<file path="config.mk">
export PLATFORM = sky130hd
export DESIGN_NAME = doorbell_ctrl
export DESIGN_NICKNAME = d
export VERILOG_FILES = /design/src/rtl/doorbell_pkg.sv /design/src/rtl/key_sync.sv /design/src/rtl/doorbell_ctrl.sv
export VERILOG_INCLUDE_DIRS = /design/src /design/src/rtl
export SDC_FILE = /design/constraint.sdc
export NUM_CORES = 1
export LEC_CHECK = 0
export ABC_AREA = 1
export BUFFER_PORTS_ARGS = -buffer_cell sky130_fd_sc_hd__buf_2
export CAP_MARGIN = 15
export CELL_PAD_IN_SITES_DETAIL_PLACEMENT = 1
export CELL_PAD_IN_SITES_GLOBAL_PLACEMENT = 1
export CORE_ASPECT_RATIO = 0.9
export CORE_MARGIN = 2
export CORE_UTILIZATION = 35
export CTS_BUF_LIST = sky130_fd_sc_hd__clkbuf_4 sky130_fd_sc_hd__clkbuf_8 sky130_fd_sc_hd__clkbuf_16
export DETAILED_ROUTE_END_ITERATION = 10
export PLACE_DENSITY_LB_ADDON = 0.1
export SYNTH_ARGS = -nofsm -noshare
export SYNTH_HDL_FRONTEND = slang
export SYNTH_SLANG_ARGS = --single-unit
</file>
<file path="constraint.sdc">
create_clock -name clk -period 4 [get_ports clk]
set_input_delay 0.8 -clock clk [delete_from_list [all_inputs] [get_ports clk]]
set_output_delay 0.8 -clock clk [all_outputs]
set_load 0.02 [all_outputs]
</file>
<file path="src/rtl/doorbell_regs.svh">
// Timing and field constants for the wireless doorbell controller.
// Assumes a 250 MHz system clock; included by bare name.
`ifndef DOORBELL_REGS_SVH
`define DOORBELL_REGS_SVH
`define DB_CLK_HZ          250_000_000
`define DB_ALERT_MS        5000
`define DB_BLINK_MS        500
`define DB_HOLD_MS         5000
`define DB_ALERT_CYC       ((`DB_CLK_HZ / 1000) * `DB_ALERT_MS)
`define DB_BLINK_CYC       ((`DB_CLK_HZ / 1000) * `DB_BLINK_MS)
`define DB_HOLD_CYC        ((`DB_CLK_HZ / 1000) * `DB_HOLD_MS)
`define DB_RING_CODE       8'h5A
`define DB_PWM_DIV         32'h0000_F424
`endif

</file>
<file path="src/rtl/doorbell_pkg.sv">
// Types shared by the doorbell controller files.
// Assumes the timing header is compiled alongside.
package doorbell_pkg;
    typedef enum logic [1:0] {TX_SLEEP, TX_SEND, TX_HOLD} tx_state_e;
    typedef struct packed {
        logic       valid;
        logic [7:0] data;
    } msg_s;
endpackage : doorbell_pkg

</file>
<file path="src/rtl/key_sync.sv">
// Two-stage synchroniser with press and release pulses for a key pin.
// Assumes an active-high key level from outside the clock domain.
`timescale 1ns/1ps
module key_sync (
    // Clock and reset.
    input  wire logic clk,
    input  wire logic rst,
    // Key.
    input  wire logic key_pin,
    output logic      level,
    output logic      press,
    output logic      release_p
);
    logic meta_q;
    logic sync_q;
    logic last_q;

    always_ff @(posedge clk) begin
        if (rst) begin
            meta_q <= 1'b0;
            sync_q <= 1'b0;
            last_q <= 1'b0;
        end else begin
            meta_q <= key_pin;
            sync_q <= meta_q;
            last_q <= sync_q;
        end
    end

    assign level     = sync_q;
    assign press     = sync_q & ~last_q;
    assign release_p = ~sync_q & last_q;
endmodule : key_sync

</file>
<file path="src/rtl/doorbell_ctrl.sv">
// Transmitter and receiver control logic for a wireless doorbell pair.
// Assumes a radio module that accepts one message per send strobe.
//
// Summary of operation
// - Transmitter sleeps after reset, wakes only on a key press.
// - Transmitter LED turns on when a press is detected.
// - Transmitter LED turns off when release is detected.
// - Each key press sends one ring message, or two if the key is held five seconds.
// - Key held five seconds sends the ring message again.
// - Battery low blinks the transmitter LED for five seconds.
// - Receiver ignores radio data until radio initialisation completes.
// - Ring message starts LED blinking and speaker together.
// - Receiver LED toggles every 500 ms, stops after five seconds.
// - Speaker melody runs five seconds, then stops.
// - Local key press during alert stops LED and speaker immediately.
// - Receiver LED is off once the alert ends.
// - After sending and key release, transmitter sleeps and drops radio supply enable.
// - Melody is PWM; amplifier enable is high while sounding.
`timescale 1ns/1ps
`include "doorbell_regs.svh"
module doorbell_ctrl
    import doorbell_pkg::*;
#(
    parameter int unsigned ALERT_CYC = `DB_ALERT_CYC,
    parameter int unsigned BLINK_CYC = `DB_BLINK_CYC,
    parameter int unsigned HOLD_CYC  = `DB_HOLD_CYC,
    parameter int unsigned PWM_DIV   = `DB_PWM_DIV
) (
    // Clock and reset.
    input  wire logic clk,
    input  wire logic rst,
    // Transmitter side.
    input  wire logic tx_key_pin,
    input  wire logic batt_low_pin,
    input  wire logic tx_send_done,
    output logic      tx_led,
    output logic      tx_radio_pwr_en,
    output msg_s      tx_msg,
    output logic      tx_awake,
    // Receiver side.
    input  wire logic rx_key_pin,
    input  wire logic radio_init_done,
    input  msg_s      rx_msg,
    output logic      rx_led,
    output logic      spk_pwm,
    output logic      amp_en,
    output logic      rx_armed
);
    if (BLINK_CYC == 0 || BLINK_CYC > ALERT_CYC || HOLD_CYC == 0 || PWM_DIV < 2) begin : g_bad_params
        $error("doorbell_ctrl: bad timing parameters");
    end

    // --------------------------------------------------
    // Key, battery and radio-init synchronisers
    // --------------------------------------------------
    logic tx_lvl, tx_press, tx_rel;
    logic rx_lvl, rx_press;
    logic batt_m_q, batt_q, init_m_q, init_q;

    key_sync u_tx_key (.clk(clk), .rst(rst), .key_pin(tx_key_pin),
        .level(tx_lvl), .press(tx_press), .release_p(tx_rel));
    key_sync u_rx_key (.clk(clk), .rst(rst), .key_pin(rx_key_pin),
        .level(rx_lvl), .press(rx_press), .release_p());

    always_ff @(posedge clk) begin
        if (rst) begin
            batt_m_q <= 1'b0;
            batt_q   <= 1'b0;
            init_m_q <= 1'b0;
            init_q   <= 1'b0;
        end else begin
            batt_m_q <= batt_low_pin;
            batt_q   <= batt_m_q;
            init_m_q <= radio_init_done;
            init_q   <= init_m_q;
        end
    end

    // --------------------------------------------------
    // Transmitter
    // --------------------------------------------------
    tx_state_e   tx_state_q;
    logic [31:0] hold_cnt_q;
    logic        resend_done_q;
    logic        batt_last_q;
    logic [31:0] warn_cnt_q;
    logic [31:0] warn_blink_q;
    logic        warn_led_q;

    always_ff @(posedge clk) begin
        if (rst) begin
            tx_state_q      <= TX_SLEEP;
            tx_msg          <= '0;
            tx_radio_pwr_en <= 1'b0;
            hold_cnt_q      <= '0;
            resend_done_q   <= 1'b0;
        end else begin
            tx_msg.valid <= 1'b0;
            if (tx_state_q != TX_SLEEP && !tx_lvl)
                resend_done_q <= 1'b1;
            else if (tx_state_q != TX_SLEEP && !resend_done_q && hold_cnt_q != HOLD_CYC - 1)
                hold_cnt_q <= hold_cnt_q + 32'd1;
            case (tx_state_q)
                TX_SLEEP: begin
                    if (tx_press) begin
                        tx_state_q      <= TX_SEND;
                        tx_radio_pwr_en <= 1'b1;
                        tx_msg.valid    <= 1'b1;
                        tx_msg.data     <= `DB_RING_CODE;
                        hold_cnt_q      <= '0;
                        resend_done_q   <= 1'b0;
                    end
                end
                TX_SEND: begin
                    if (tx_send_done)
                        tx_state_q <= TX_HOLD;
                end
                TX_HOLD: begin
                    if (!tx_lvl) begin
                        tx_state_q      <= TX_SLEEP;
                        tx_radio_pwr_en <= 1'b0;
                    end else if (!resend_done_q && hold_cnt_q == HOLD_CYC - 1) begin
                        tx_state_q    <= TX_SEND;
                        tx_msg.valid  <= 1'b1;
                        resend_done_q <= 1'b1;
                    end
                end
                default: tx_state_q <= TX_SLEEP;
            endcase
        end
    end

    always_ff @(posedge clk) begin
        if (rst) begin
            batt_last_q  <= 1'b0;
            warn_cnt_q   <= '0;
            warn_blink_q <= '0;
            warn_led_q   <= 1'b0;
        end else begin
            batt_last_q <= batt_q;
            if (batt_q && !batt_last_q) begin
                warn_cnt_q   <= ALERT_CYC;
                warn_blink_q <= '0;
                warn_led_q   <= 1'b1;
            end else if (warn_cnt_q != 0) begin
                warn_cnt_q <= warn_cnt_q - 32'd1;
                if (warn_blink_q == BLINK_CYC - 1) begin
                    warn_blink_q <= '0;
                    warn_led_q   <= ~warn_led_q;
                end else begin
                    warn_blink_q <= warn_blink_q + 32'd1;
                end
                if (warn_cnt_q == 32'd1)
                    warn_led_q <= 1'b0;
            end
        end
    end

    always_ff @(posedge clk) begin
        if (rst) begin
            tx_led   <= 1'b0;
            tx_awake <= 1'b0;
        end else begin
            tx_awake <= (tx_state_q != TX_SLEEP);
            tx_led   <= (tx_lvl && !tx_rel) || warn_led_q;
        end
    end

    // --------------------------------------------------
    // Receiver
    // --------------------------------------------------
    logic [31:0] alert_cnt_q;
    logic [31:0] blink_cnt_q;
    logic [31:0] pwm_cnt_q;
    logic        ring_hit;

    assign ring_hit = rx_armed && rx_msg.valid && rx_msg.data == `DB_RING_CODE;

    always_ff @(posedge clk) begin
        if (rst)
            rx_armed <= 1'b0;
        else if (init_q)
            rx_armed <= 1'b1;
    end

    always_ff @(posedge clk) begin
        if (rst) begin
            alert_cnt_q <= '0;
            blink_cnt_q <= '0;
            rx_led      <= 1'b0;
            amp_en      <= 1'b0;
        end else if (rx_press && alert_cnt_q != 0) begin
            alert_cnt_q <= '0;
            rx_led      <= 1'b0;
            amp_en      <= 1'b0;
        end else if (ring_hit) begin
            alert_cnt_q <= ALERT_CYC;
            blink_cnt_q <= '0;
            rx_led      <= 1'b1;
            amp_en      <= 1'b1;
        end else if (alert_cnt_q != 0) begin
            alert_cnt_q <= alert_cnt_q - 32'd1;
            if (alert_cnt_q == 32'd1) begin
                rx_led <= 1'b0;
                amp_en <= 1'b0;
            end else if (blink_cnt_q == BLINK_CYC - 1) begin
                blink_cnt_q <= '0;
                rx_led      <= ~rx_led;
            end else begin
                blink_cnt_q <= blink_cnt_q + 32'd1;
            end
        end
    end

    always_ff @(posedge clk) begin
        if (rst) begin
            pwm_cnt_q <= '0;
            spk_pwm   <= 1'b0;
        end else if (!amp_en || (rx_press && alert_cnt_q != 0)) begin
            pwm_cnt_q <= '0;
            spk_pwm   <= 1'b0;
        end else begin
            pwm_cnt_q <= (pwm_cnt_q >= PWM_DIV - 1) ? '0 : pwm_cnt_q + 32'd1;
            spk_pwm   <= (pwm_cnt_q < PWM_DIV / 2);
        end
    end
endmodule : doorbell_ctrl

</file>
# Yosys cells after proc, flatten, opt, wreduce, memory -nomap -nowiden
# Index checks and enable logic that the tools add are counted.
totals:
  input_bits: 16
  memories: 0
  latch_bits: 0
  regBits: 216
  mem_bits_ro: 0
  ram_bits: 0
classes:
  bitwise_logic: 9
  shifts: 0
  multipliers: 0
  n_eq_ne: 14
  addsub: 6
  n_mux: 41
  magnitude_cmp: 2
  reduce_logical: 38
  div: 0
ops:
  columns: ["operator", "n"]
  rows:
  - ["two-way mux 32 bit", 9]
  - ["adder 32 x 1 -> 32 bit, second input constant", 4]
  - ["two-way mux 31 bit", 4]
  - ["equality test 32 x 1 -> 1 bit, second input constant", 2]
  - ["equality test 32 x 27 -> 1 bit, second input constant", 2]
  - ["nonzero test 32 bit", 2]
  - ["subtractor 32 x 1 -> 32 bit, second input constant", 2]
  - ["equality test 32 x 31 -> 1 bit, second input constant", 1]
  - ["greater-or-equal comparator 32 x 16 -> 1 bit, second input constant", 1]
  - ["< comparator 32 x 15 -> 1 bit, second input constant", 1]
  - ["inequality test 32 x 31 -> 1 bit, second input constant", 1]
  - ["two-way mux 1 bit", 19]
  - ["nonzero test 2 bit", 5]
  - ["logical AND 1 bit", 9]
  - ["two-way mux 9 bit", 1]
  - ["AND reduction 3 bit", 3]
  - ["equality test 8 x 7 -> 1 bit, second input constant", 1]
  - ["two-way mux 2 bit", 4]
  - ["inequality test 2 bit, second input constant", 4]
  - ["AND reduction 2 bit", 4]
  - ["NOT 1 bit", 6]
  - ["case mux 1 bit (2 select lines)", 3]
  - ["case mux 2 bit (3 select lines)", 1]
  - ["nonzero test 3 bit", 2]
  - ["other kinds (9)", 19]

# Depth between registers and ports, before layout
# Gate-level depths: netlist of run 1.
logic_depth:
  word_depth: 7
  mapped_depth: 13
  depth_no_buf: 13

# By module
# Synthesis of run 1 repeated with hierarchy kept, for this count alone.
unflattened:
  hier_cells: 1896
  area_unflattened_um2: 12085.3
modules_own_cells:
  columns: ["module", "instances", "area_per_inst_um2", "cells_each"]
  rows:
  - ["doorbell_ctrl", 1, 11897.7, 1872]
  - ["key_sync", 2, 93.8, 12]

# Worst setup path before layout of run 1
# No wires, ideal clock.
synth_timing:
  path_kind: "input to register"
  startpoint: "in rx_msg[0] in the netlist's numbering"
  endpoint: "reg blink_cnt_q[26]"
  arrival_ns: 1.898
  path_slack_ns: 1.970
  path_stages: 11
  required_ns: 3.868
  setup_ns: 0.132
  path_cell_list: "inv_1 > nand2_1 > nor2_1 > nand3_1 > clkbuf_1 > nand2_1 > nand3_2 > buf_6 > buf_6 > nand2_1 > a21oi_1"
synth_between:
  elab_chain_len: 4
  word_cells_on_any_way: 6
  classes_between: "eq/ne (2); mux (1); reduce/logical (3)"
synth_rtl:
  columns: ["item", "line", "text"]
  rows:
  - ["start, declared", "doorbell_ctrl.sv:43", "input msg_s rx_msg,"]
  - ["equality test 8 x 7 -> 1 bit (no source line) (*)", null, null]
  - ["logical AND 1 bit (no source line) (*)", null, null]
  - ["inequality test 2 bit (no source line) or nonzero test 2 bit (tied branches)", null, null]
  - ["AND reduction 3 bit (no source line)", null, null]
  - ["end signal, assigned", "doorbell_ctrl.sv:210", "blink_cnt_q <= blink_cnt_q + 32'd1;"]
  - ["end, declared", "doorbell_ctrl.sv:173", "logic [31:0] blink_cnt_q;"]
# Every way passes the cells marked *; elsewhere a longest branch is shown, timed or not.
# A chain may end at the register's enable or synchronous reset.

# Worst setup path after layout of run 1
layout_timing:
  startpoint: "reg warn_cnt_q[0]"
  endpoint: "reg warn_blink_q[0]"
layout_between:
  elab_chain_len: 1
layout_rtl:
  columns: ["item", "line", "text"]
  rows:
  - ["start, declared", "doorbell_ctrl.sv:86", "logic [31:0] warn_cnt_q;"]
  - ["start signal, assigned", "doorbell_ctrl.sv:146", "warn_cnt_q <= warn_cnt_q - 32'd1;"]
  - ["nonzero test 32 bit", "doorbell_ctrl.sv:145", "end else if (warn_cnt_q != 0) begin"]
  - ["end signal, assigned", "doorbell_ctrl.sv:151", "warn_blink_q <= warn_blink_q + 32'd1;"]
  - ["end, declared", "doorbell_ctrl.sv:87", "logic [31:0] warn_blink_q;"]
# Every way passes these cells.

==> metrics.yaml, run 1 <==
drt:
  vias: 11600
  avgRoutedWirePerCell_um: 15.2
  first_iter_violations: 427
  drc_errors: 0
  wl_mm: 35.7
  drtPass1Iterations: 5
  postRouteAntennaNets: 0
  viasPerCell: 4.93
yosys:
  synth.avg_cell_area_um2: 6.35
  yosys_warnings: 0
  async_flop_share_pct: 0
  ys_types: 44
  synthCells: 1866
  syn_area_um2: 11900
  ys_seq_area_share_pct: 36.5
  synth_edf_count: 0
  ys_seq_elements: 216
  synth-main-ff-cell: "dfxtp_1"
placed_design:
  pre_cts_slack_ps: 1160
  portBuffers: 27
  dp_hpwl_mm: 27.8
  gp_congestion: 0.852
timing:
  final-hold-violation-count: 0
  finalClockSkew_ps: 12.6
  period_share_pct: 65.7
  fin_crit_ps: 2630
  final_max_slew_viol_count: 0
  setup_viol: 0
  fmax_ghz: 0.381
  finalWorstSetupSlack_ps: 1370
  fin_setup_tns_ps: 0
  slew_headroom_pct: 48.6
  rsz0062_at_grt: "false"
  worst_pin_slew_ps: 771
clocking:
  clkLatencyLatePin_ps: 540
  clock-sinks: 216
  clock_path_buffers: 3
  cts-htree-levels: 1
  cts-resized-gates: 0
  cts_setup_buffers: 0
  path_clk_slew_ps: 60
  numCtsBuffers: 27
  ctsRootBufferMaster: "clkbuf_16"
  cts_tree: "built"
  ctsHoldBuffers: 0
floorplan:
  die_w_um: 198
  die_area_um2: 35300
  core-area_um2: 33100
  rows: 63
  ios: 32
  dieHeight_um: 179
  start_util_pct: 35.8
power:
  vdd.ir_drop.worst_mv: 0.483
  leakagePower_nw: 5.43
  pwr_density_cell_nw_per_um2: 651
layout:
  seq_area_um2: 4320
  diodes: 0
  num-fill-cells: 4399
  post-route-util_pct: 40.0
  multi_input_area_um2: 6640
  area_growth_pct: 11.9
  drive_gt1_share_pct: 6.18
  final_nets: 1935
setup_path:
  reg2regPathDepth: 8
  r2r-start: "warn_cnt_q[0]"
  r2r_end: "warn_blink_q[0]"
  required_ps: 4460
  endpoint: "warn_blink_q[0]"
  crit_path_start: "warn_cnt_q[0]"
  cp-start-kind: "flip-flop"
  critPathMaxFanout: 16
  end_kind: "flip-flop"
  setup.worst_path.class: "reg2reg"
  arrival_ps: 3090
  r2r_slack_ps: 1370
grt:
  grt_max_degree: 38
  grt_pass1_wl_mm: 60.0
  gr-total-overflow: 0
  grt_antenna_before_repair: 0
  grt_pass1_vias: 12000
  grtUsageTotal_pct: 20.9
worst_hold_path:
  hp-class: "reg2reg"
job:
  timing.max_cap.violations: 0
status:
  outcome: "finished clean"
[state kept, by name (all words and copies together), names as in the netlist, 2 cells and up]
register      cells
blink_cnt_q      32
tx_msg            2
warn_blink_q     32
warn_cnt_q       32
tx_state_q        2
hold_cnt_q       32
pwm_cnt_q        32
alert_cnt_q      32
[worst min path at each step]
stage / cells after the start / slack [ps] / from / endpoint
floorplan: 2 / 390 / batt_m_q / batt_q
global placement: 2 / 390 / u_rx_key.meta_q / u_rx_key.level
detailed placement: 2 / 400 / u_tx_key.meta_q / u_tx_key.level
CTS: 2 / 410 / u_rx_key.meta_q / u_rx_key.level
global route: 2 / 430 / u_tx_key.meta_q / u_tx_key.level
finish: 2 / 400 / u_tx_key.meta_q / u_tx_key.level
[placed cells by master (no fill, tap or decap), types with 11 or more instances in the layout]
| cell type | synthesis | routed |
|---|---|---|
| nor3_1 | 53 | 53 |
| a21oi_1 | 81 | 81 |
| nor4_1 | 11 | 11 |
| nor2_1 | 421 | 420 |
| clkbuf_16 | 0 | 27 |
| nand2_1 | 489 | 489 |
| xnor2_1 | 20 | 20 |
| xor2_1 | 58 | 58 |
| dfxtp_1 | 216 | 216 |
| buf_4 | 13 | 12 |
| inv_1 | 190 | 190 |
| o21ai_0 | 39 | 39 |
| nand4_1 | 45 | 45 |
| conb_1 | 1 | 20 |
| buf_2 | 6 | 27 |
| nand3_1 | 114 | 114 |
| or2_2 | 12 | 12 |
[layout make-up]
class | count | area share (%)
Multi-Input combinational cell | 1435 | 50.1
Sequential cell | 216 | 32.6
Clock buffer | 36 | 5.65
Inverter | 192 | 5.44
Tap cell | 422 | 3.98
Timing Repair Buffer | 39 | 1.70
Clock inverter | 7 | 0.491
[report_power, final]
part	total (mW)	leakage, nW	switching (mW)	internal [mW]
registers	2.76	1.76	0.298	2.46
logic	3.56	3.26	2.41	1.16
clock network	2.30	0.407	0.940	1.36
[metal layers]
layer,track usage (%),share of wire [%]
met3,2.72,2.6
met4,4.73,2.1
met1,27.2,49
met2,36.8,46
met5,0,0
[cells in the mapped netlist, types with 4 or more instances]
cell,count,area share [%]
and2_1,5,0.26
nor3b_1,4,0.25
a21oi_1,81,3.4
nand3_1,114,4.8
nor2_1,421,13
xnor2_1,20,1.5
nor2_2,7,0.37
a211oi_1,4,0.25
xor2_1,58,4.3
dfxtp_1,216,36
nand2_1,489,15
buf_2,6,0.25
nor3_1,53,2.2
ha_1,8,0.84
inv_1,190,6.0
nand4_1,45,2.4
nor4_1,11,0.58
or2_2,12,0.63
o21bai_1,7,0.44
o21ai_0,39,1.6
a31oi_1,4,0.21
nand2_2,4,0.21
clkbuf_1,18,0.57
nand3b_1,7,0.44
buf_4,13,0.82
[through the flow]
step	hold WS [ps]	std cells	power [mW]	instance area (um^2)
after floorplan	388	1885	5.55	11900
after global placement	395	2304	6.35	12400
after detailed placement	400	2304	6.41	12400
after CTS	407	2347	8.78	13300
after global routing	428	2347	9.40	13300
final	404	2347	8.63	13300
[kinds of logic (layout without fill, tap and decap cells)]
family	Yosys count	after routing	synth area share (%)
xor+xnor	78	78	5.77
simple gates	1185	1185	42.3
compound gates	144	144	6.51
flops	216	216	36.5
fa+ha+maj	8	8	0.845
buf+inv	234	274	8.08
other cells	1	20	0.0316
[critical path, cell delays in order (launching register included)]
cell     delay (ps)
dfxtp_1         340
inv_1           130
ha_1            270
nand2_1         120
nor2_1          220
nand2_1         140
nor2_2          630
o21ai_1         460
a21oi_1         240
(Power assumes the default switching activity.)
==> run 2: changes to the inputs <==
Settings changed: ABC_AREA 1 to 0.
Clock period 4 ns to 2.5 ns, I/O delays scaled along.
==> run 2 against run 1 <==
Net effect:
- clock skew is 0.63 ps higher
- clock power up 70%
- first-iteration DRC count is 10% lower
- largest cell class unchanged
- design area fell by 8.3%
==> metrics.yaml, run 2 <==
status:
  outcome: "finished clean"  # unchanged
placed_design:
  gp_congestion: 0.761  # was 0.852
  pre_cts_slack_ps: -27.4  # was 1160 ps
  portBuffers: 27  # unchanged
  dpl.cell_count: 1623  # was 2304
  dp_hpwl_mm: 18.2  # was 27.8 mm
clocking:
  clkLatencyLatePin_ps: 530  # was 540 ps
  path_clk_slew_ps: 60  # about the same
  cts_tree: "built"  # unchanged
  clock-sinks: 216  # unchanged
  cts-htree-levels: 1  # unchanged
  clock_path_buffers: 3  # unchanged
  numCtsBuffers: 26  # was 27
  ctsRootBufferMaster: "clkbuf_16"  # unchanged
yosys:
  yosys.area.top_type: "dfxtp_1"  # unchanged
  synth_adder_area_share_pct: 1.01  # was 0.845%
  synth_top_area_share_pct: 43.5  # was 36.5%
  synth_edf_count: 0  # unchanged
  yosys_warnings: 0  # unchanged
  syn_area_um2: 9940  # was 11900 um^2
  ys_seq_area_share_pct: 43.5  # was 36.5%
  synth-main-ff-cell: "dfxtp_1"  # unchanged
  synth_xor_area_share_pct: 10.3  # was 5.76%
  synth-simple-area-share_pct: 31.6  # was 42.3%
  synthMuxAreaShare_pct: 0.302  # was 0%
  synth_top_family_by_area: "simple AND/OR/NAND/NOR gates"  # unchanged
  synth_area_leaders: "dfxtp_1 44%, nor2_1 6.3%, xor2_1 6.1%, xnor2_1 4.2%, a21oi_1 3.5%"  # was dfxtp_1 36%, nand2_1 15%, nor2_1 13%, inv_1 6.0%, nand3_1 4.8%
  async_flop_share_pct: 0  # unchanged
  ys_types: 68  # was 44
  synth.most_common_cell: "dfxtp_1"  # was nand2_1
  synth_compound_area_share_pct: 10.1  # was 6.51%
  synth.avg_cell_area_um2: 8.47  # was 6.35 um^2
  synth_commonest_cells: "216 x dfxtp_1, 166 x nor2_1, 83 x nand2_1, 69 x a21oi_1, 69 x xor2_1"  # was 489 x nand2_1, 421 x nor2_1, 216 x dfxtp_1, 190 x inv_1, 114 x nand3_1
  synthCells: 1173  # was 1866
  ys_seq_elements: 216  # unchanged
floorplan:
  core-area_um2: 27900  # was 33100 um^2
  rows: 58  # was 63
  ios: 32  # unchanged
  start_util_pct: 35.6  # was 35.8%
  dieHeight_um: 164  # was 179 um
  die_w_um: 182  # was 198 um
  die_area_um2: 29800  # was 35300 um^2
timing:
  setup_viol: 0  # unchanged
  final_max_slew_viol_count: 0  # unchanged
  final-hold-violation-count: 0  # unchanged
  worst_pin_slew_ps: 766  # was 771 ps
  fin_crit_ps: 2460  # was 2630 ps
  finalClockSkew_ps: 13.2  # was 12.6 ps
  slew_headroom_pct: 48.7  # was 48.6%
  rsz0062_at_grt: "true"  # was false
  period_share_pct: 98.3  # was 65.7%
  fmax_ghz: 0.407  # was 0.381 GHz
  finalWorstSetupSlack_ps: 42.8  # was 1370 ps
drt:
  wl_mm: 26.0  # was 35.7 mm
  avgRoutedWirePerCell_um: 15.5  # was 15.2 um
  drc_errors: 0  # unchanged
  viasPerCell: 5.18  # was 4.93
  postRouteAntennaNets: 0  # unchanged
  vias: 8672  # was 11.6k
  first_iter_violations: 384  # was 427
  drtPass1Iterations: 4  # was 5
layout:
  seq_area_um2: 4330  # was 4320 um^2
  diodes: 0  # unchanged
  final_cell_mix: "214 x dfxtp_1, 166 x nor2_1, 90 x buf_4"  # was 489 x nand2_1, 420 x nor2_1, 216 x dfxtp_1
  post-route-util_pct: 43.5  # was 40.0%
  multi_input_area_um2: 5490  # was 6640 um^2
  mostFrequentLayoutCell: "dfxtp_1"  # was nand2_1
  final_nets: 1319  # was 1935
  drive_gt1_share_pct: 16.0  # was 6.18%
  layoutNonFillerInstCount: 1675  # was 2347
  area_growth_pct: 22.3  # was 11.9%
  num-fill-cells: 3288  # was 4399
worst_hold_path:
  hold_path_end: "batt_m_q"  # was u_tx_key.level
  hp-class: "in2reg"  # was reg2reg
  min_from: "batt_low_pin"  # was u_tx_key.meta_q
  whs_path_depth: 2  # unchanged
setup_path:
  cp_slowest_cell: "or4_4"  # was nor2_2
  end_kind: "flip-flop"  # unchanged
  r2r-start: "alert_cnt_q[3]"  # was warn_cnt_q[0]
  cp-start-kind: "flip-flop"  # unchanged
  setup.worst_path.class: "reg2reg"  # unchanged
  slowest_delay_ps: 540  # was 630 ps
  required_ps: 2930  # was 4460 ps
  r2r_end: "blink_cnt_q[6]"  # was warn_blink_q[0]
  arrival_ps: 2880  # was 3090 ps
  critPathMaxFanout: 7  # was 16
  reg2regPathDepth: 8  # unchanged
  r2r_slack_ps: 40  # was 1370 ps
  crit_chain: "or4_4 > or4_4 > nor3_4 > buf_6 > a211o_1 > buf_6 > nor4_1 > a31o_2"  # was inv_1 > ha_1 > nand2_1 > nor2_1 > nand2_1 > nor2_2 > o21ai_1 > a21oi_1
grt:
  grt_use_met1_pct: 24.5  # was 27.2%
  grt_antenna_before_repair: 0  # unchanged
  grt_pass1_vias: 8856  # was 12.0k
  grt_max_degree: 27  # was 38
  grtUsageTotal_pct: 17.7  # was 20.9%
  met3_usage_pct: 2.24  # was 2.72%
  grt.busiest_layer: "met2"  # unchanged
  grt_pass1_wl_mm: 44.2  # was 60.0 mm
  gr-total-overflow: 0  # unchanged
  grt_use_met2_pct: 29.7  # was 36.8%
job:
  timing.max_cap.violations: 0  # unchanged
power:
  leakagePower_nw: 4.50  # was 5.43 nW
  power_mw: 12.3  # was 8.63 mW
  vdd.ir_drop.worst_mv: 0.532  # was 0.483 mV
  pwr_density_cell_nw_per_um2: 1020  # was 651 nW/um^2
==> run 2: changes by cell type after synthesis, sizes merged, moves of 26 or more <==
cell,before,now
inv,191,23
nand2,494,84
nor4,11,37
nand3,117,66
xnor2,20,48
nor2,433,166
==> run 2: worst max-delay path by stage <==
stage / from / end / slack (ps)
floorplan: alert_cnt_q[0] / blink_cnt_q[28] / 170
global placement: alert_cnt_q[3] / blink_cnt_q[18] / 30
detailed placement: alert_cnt_q[3] / blink_cnt_q[24] / -30
CTS: alert_cnt_q[8] / blink_cnt_q[24] / 10
global route: alert_cnt_q[16] / blink_cnt_q[24] / -40
finish: alert_cnt_q[3] / blink_cnt_q[6] / 40
==> run 2: repair_timing <==
action	4_1_cts	5_1_grt
hold buffers	0	0
endpoints found under the setup margin	7	64
resized for setup	2	24
gates cloned	0	0
pin swaps	0	4
buffers inserted	0	3
==> run 2: area by class of cell <==
class                           instances  area share, %
Multi-Input combinational cell        905           45.1
Sequential cell                       216           35.6
Timing Repair Buffer                  123           7.33
Clock buffer                           39           6.62
Tap cell                              360           3.71
Clock inverter                          9          0.896
Inverter                               23          0.710
==> run 2: logic make-up (layout without fill, tap and decap cells) <==
| group | Yosys count | count (layout) |
|---|---|---|
| compound gates | 170 | 170 |
| xor+xnor | 117 | 117 |
| fa+ha+maj | 8 | 8 |
| buf+inv | 71 | 194 |
| flops | 216 | 216 |
| mux | 3 | 3 |
| other cells | 1 | 20 |
| simple gates | 587 | 587 |
==> run 2: where the power goes <==
part           internal [mW]  switching (mW)
registers               3.83           0.376
clock network           2.43            1.49
logic                   1.91            2.30
total                   8.17            4.17
==> run 2: per-layer routing <==
layer / share of wire [%] / vias to the layer above / wire, um
met3: 2.4 / 31 / 615
met5: 0 / - / 0
met4: 1.8 / 0 / 479
met1: 50 / 4192 / 13000
met2: 46 / 62 / 11900
li1: - / 4387 / -
==> run 2: metrics by stage <==
| step | area (um^2) | hold WS [ps] | TNS (ps) |
|---|---|---|---|
| 6_report | 12200 | 180 | 0 |
| 5_1_grt | 12200 | 185 | -159 |
| 4_1_cts | 12000 | 158 | 0 |
| 3_5_place_dp | 11100 | 425 | -64.8 |
| 3_3_place_gp | 11100 | 414 | 0 |
| 2_1_floorplan | 10000 | 411 | 0 |
==> run 2: worst max-delay path, delay by kind of cell (launching register included) <==
| kind | cells | cell delay (ps) |
|---|---|---|
| simple gates | 4 | 1360 |
| compound gates | 2 | 380 |
| flops | 1 | 350 |
| buf+inv | 2 | 280 |
==> run 3: changes to the inputs <==
Settings changed: CORE_UTILIZATION 35 to 40, PLACE_DENSITY set to 0.66, PLACE_DENSITY_LB_ADDON 0.1 to unset.
==> run 3 against run 2 <==
Net effect:
- clock power down 5%
- critical path type unchanged
- clock-buffer cell count down 6
- total power down 1.7%
- sequential power about the same
- setup slack better by 13 ps
- design area down 2.3%
- sequential share of layout area up 0.84 points
==> metrics.yaml, run 3 (same netlist as run 2, synthesis figures left out) <==
setup_path:
  worst_path_most_repeated_cell: "or4_1"
  r2r_slack_ps: 60  # was 40 ps
  crit_path_start: "blink_cnt_q[28]"  # was alert_cnt_q[3]
  r2r_end: "blink_cnt_q[13]"  # was blink_cnt_q[6]
  endpoint: "blink_cnt_q[13]"  # was blink_cnt_q[6]
  cp-start-kind: "flip-flop"  # unchanged
  required_ps: 2890  # was 2930 ps
  slowest_delay_ps: 560  # was 540 ps
  r2r-start: "blink_cnt_q[28]"  # was alert_cnt_q[3]
  crit_cells: 7  # was 8
  reg2regPathDepth: 7  # was 8
  end_kind: "flip-flop"  # unchanged
  cp_slowest_cell: "or4_1"  # was or4_4
  path_delay_family: "simple AND/OR/NAND/NOR gates"  # unchanged
  setup.worst_path.class: "reg2reg"  # unchanged
  critPathMaxFanout: 13  # was 7
  critPathBufInv: 1  # was 2
  crit_chain: "or4_1 > or4_1 > o31ai_2 > buf_4 > a31oi_1 > o211ai_1 > o41ai_1"  # was or4_4 > or4_4 > nor3_4 > buf_6 > a211o_1 > buf_6 > nor4_1 > a31o_2
  arrival_ps: 2840  # was 2880 ps
power:
  power_frac_seq_pct: 34.7  # was 34.1%
  netSwitchingFraction_pct: 34.3  # was 33.8%
  vdd.ir_drop.worst_mv: 0.531  # was 0.532 mV
  clkPwrFrac_pct: 30.8  # was 31.8%
  pwr_density_cell_nw_per_um2: 1020  # about the same
  p_sw_mw: 4.16  # was 4.17 mW
  leakagePower_nw: 4.39  # was 4.50 nW
  power_mw: 12.1  # was 12.3 mW
  p_comb_share_pct: 34.5  # was 34.1%
  p_int_mw: 7.97  # was 8.17 mW
worst_hold_path:
  hp-class: "in2reg"  # unchanged
grt:
  grt_pass1_wl_mm: 43.7  # was 44.2 mm
  grt_antenna_before_repair: 0  # unchanged
  grtUsageTotal_pct: 19.8  # was 17.7%
  gr-total-overflow: 0  # unchanged
  grt_max_degree: 27  # unchanged
  grt_pass1_vias: 8929  # was 8856
floorplan:
  die_w_um: 170  # was 182 um
  rows: 54  # was 58
  ios: 32  # unchanged
  core-area_um2: 24300  # was 27900 um^2
  start_util_pct: 40.9  # was 35.6%
  dieHeight_um: 154  # was 164 um
  die_area_um2: 26100  # was 29800 um^2
timing:
  worst_pin_slew_ps: 658  # was 766 ps
  period_share_pct: 97.8  # was 98.3%
  slew_headroom_pct: 55.9  # was 48.7%
  fmax_ghz: 0.409  # was 0.407 GHz
  finalClockSkew_ps: 11.1  # was 13.2 ps
  setup_viol: 0  # unchanged
  fin_crit_ps: 2440  # was 2460 ps
  final-hold-violation-count: 0  # unchanged
  final_max_slew_viol_count: 0  # unchanged
  finalWorstSetupSlack_ps: 55.4  # was 42.8 ps
  rsz0062_at_grt: "true"  # unchanged
clocking:
  ctsRootBufferMaster: "clkbuf_16"  # unchanged
  cts-htree-levels: 1  # unchanged
  clkLatencyLatePin_ps: 520  # was 530 ps
  clock_path_buffers: 3  # unchanged
  cts_tree: "built"  # unchanged
  numCtsBuffers: 24  # was 26
  path_clk_slew_ps: 60  # about the same
  ctsHoldBuffers: 0  # unchanged
  clock-sinks: 216  # unchanged
drt:
  postRouteAntennaNets: 0  # unchanged
  avgRoutedWirePerCell_um: 16.0  # was 15.5 um
  first_iter_violations: 400  # was 384
  vias: 8719  # was 8672
  drtPass1Iterations: 4  # unchanged
  wl_mm: 25.7  # was 26.0 mm
  drc_errors: 0  # unchanged
  viasPerCell: 5.42  # was 5.18
layout:
  final_cell_area_um2: 11900  # was 12200 um^2
  drive_gt1_share_pct: 14.8  # was 16.0%
  mostFrequentLayoutCell: "dfxtp_1"  # unchanged
  final_cell_mix: "215 x dfxtp_1, 166 x nor2_1, 84 x buf_4"  # was 214 x dfxtp_1, 166 x nor2_1, 90 x buf_4
  final_nets: 1307  # was 1319
  multi_input_area_um2: 5440  # was 5490 um^2
  num-fill-cells: 2955  # was 3288
  diodes: 0  # unchanged
  seq_area_um2: 4330  # about the same
  area_growth_pct: 19.5  # was 22.3%
placed_design:
  portBuffers: 27  # unchanged
  pre_cts_slack_ps: 38.8  # was -27.4 ps
  dp_hpwl_mm: 18.1  # was 18.2 mm
  dpl_cell_area_um2: 11000  # was 11100 um^2
  gp_congestion: 0.782  # was 0.761
status:
  outcome: "finished clean"  # unchanged
job:
  timing.max_cap.violations: 0  # unchanged
-- run 3: cell types whose count changed in the layout (fill, tap and decap cells not counted), moves of 3 or more --
| cell | before | now |
|---|---|---|
| buf_4 | 90 | 84 |
| buf_6 | 4 | 1 |
| clkbuf_8 | 9 | 4 |
| nor4_2 | 4 | 7 |
| nor4_4 | 4 | 1 |
-- run 3: routing by layer --
metal,part of all wire [%],vias up,GRT usage [%]
li1,-,4370,-
met1,49,4242,27.4
met2,46,71,32.9
met3,2.2,36,2.47
met4,2.2,0,4.84
met5,0,-,0
-- run 3: how the worst min path moves through the flow --
stage / from / end / slack [ps] / depth (start not counted)
2_1_floorplan: init_q / rx_armed / 410 / 2
3_3_place_gp: init_m_q / init_q / 420 / 1
3_5_place_dp: init_q / rx_armed / 440 / 2
4_1_cts: rx_key_pin / u_rx_key.meta_q / 170 / 2
5_1_grt: batt_low_pin / batt_m_q / 190 / 2
6_report: batt_low_pin / batt_m_q / 190 / 2
-- run 3: cell type report --
class,instances,area share [%]
timing repair buffer,113,6.71
multi-input combinational,905,45.8
tap,308,3.25
inverter,23,0.727
sequential,216,36.4
clock buffer,33,5.99
clock inverter,10,1.07
-- run 3: per-stage QoR --
stage                     cells  TNS, ps  hold WS (ps)  util, %
after floorplan            1192        0           411        -
after global placement     1564        0           419     45.0
after detailed placement   1564        0           437     45.0
after CTS                  1607        0           172     48.5
after global routing       1608     -240           188     48.8
final                      1608        0           191     48.8
-- run 3: worst register-to-register path, delay by kind of cell, from the launching register on --
kind | cells | cell delay (ps)
DFF | 1 | 330
buffers and inverters | 1 | 260
and+or+nand+nor | 2 | 1100
AOI/OAI and AO/OA | 4 | 640
-- run 3: power groups by stage --
stage | sequential, mW | combinational, mW | clock, mW
floorplan | 4.20 | 2.64 | 0
global placement | 4.25 | 3.96 | 0
detailed placement | 4.27 | 4.04 | 0
CTS | 4.20 | 4.09 | 3.84
global route | 4.27 | 4.67 | 3.99
finish | 4.21 | 4.18 | 3.74
-- run 3: timing repair --
action,CTS,global route
resized for setup,0,15
endpoints found under the setup margin,0,74
endpoints found under the hold margin,0,0
buffers inserted,0,1
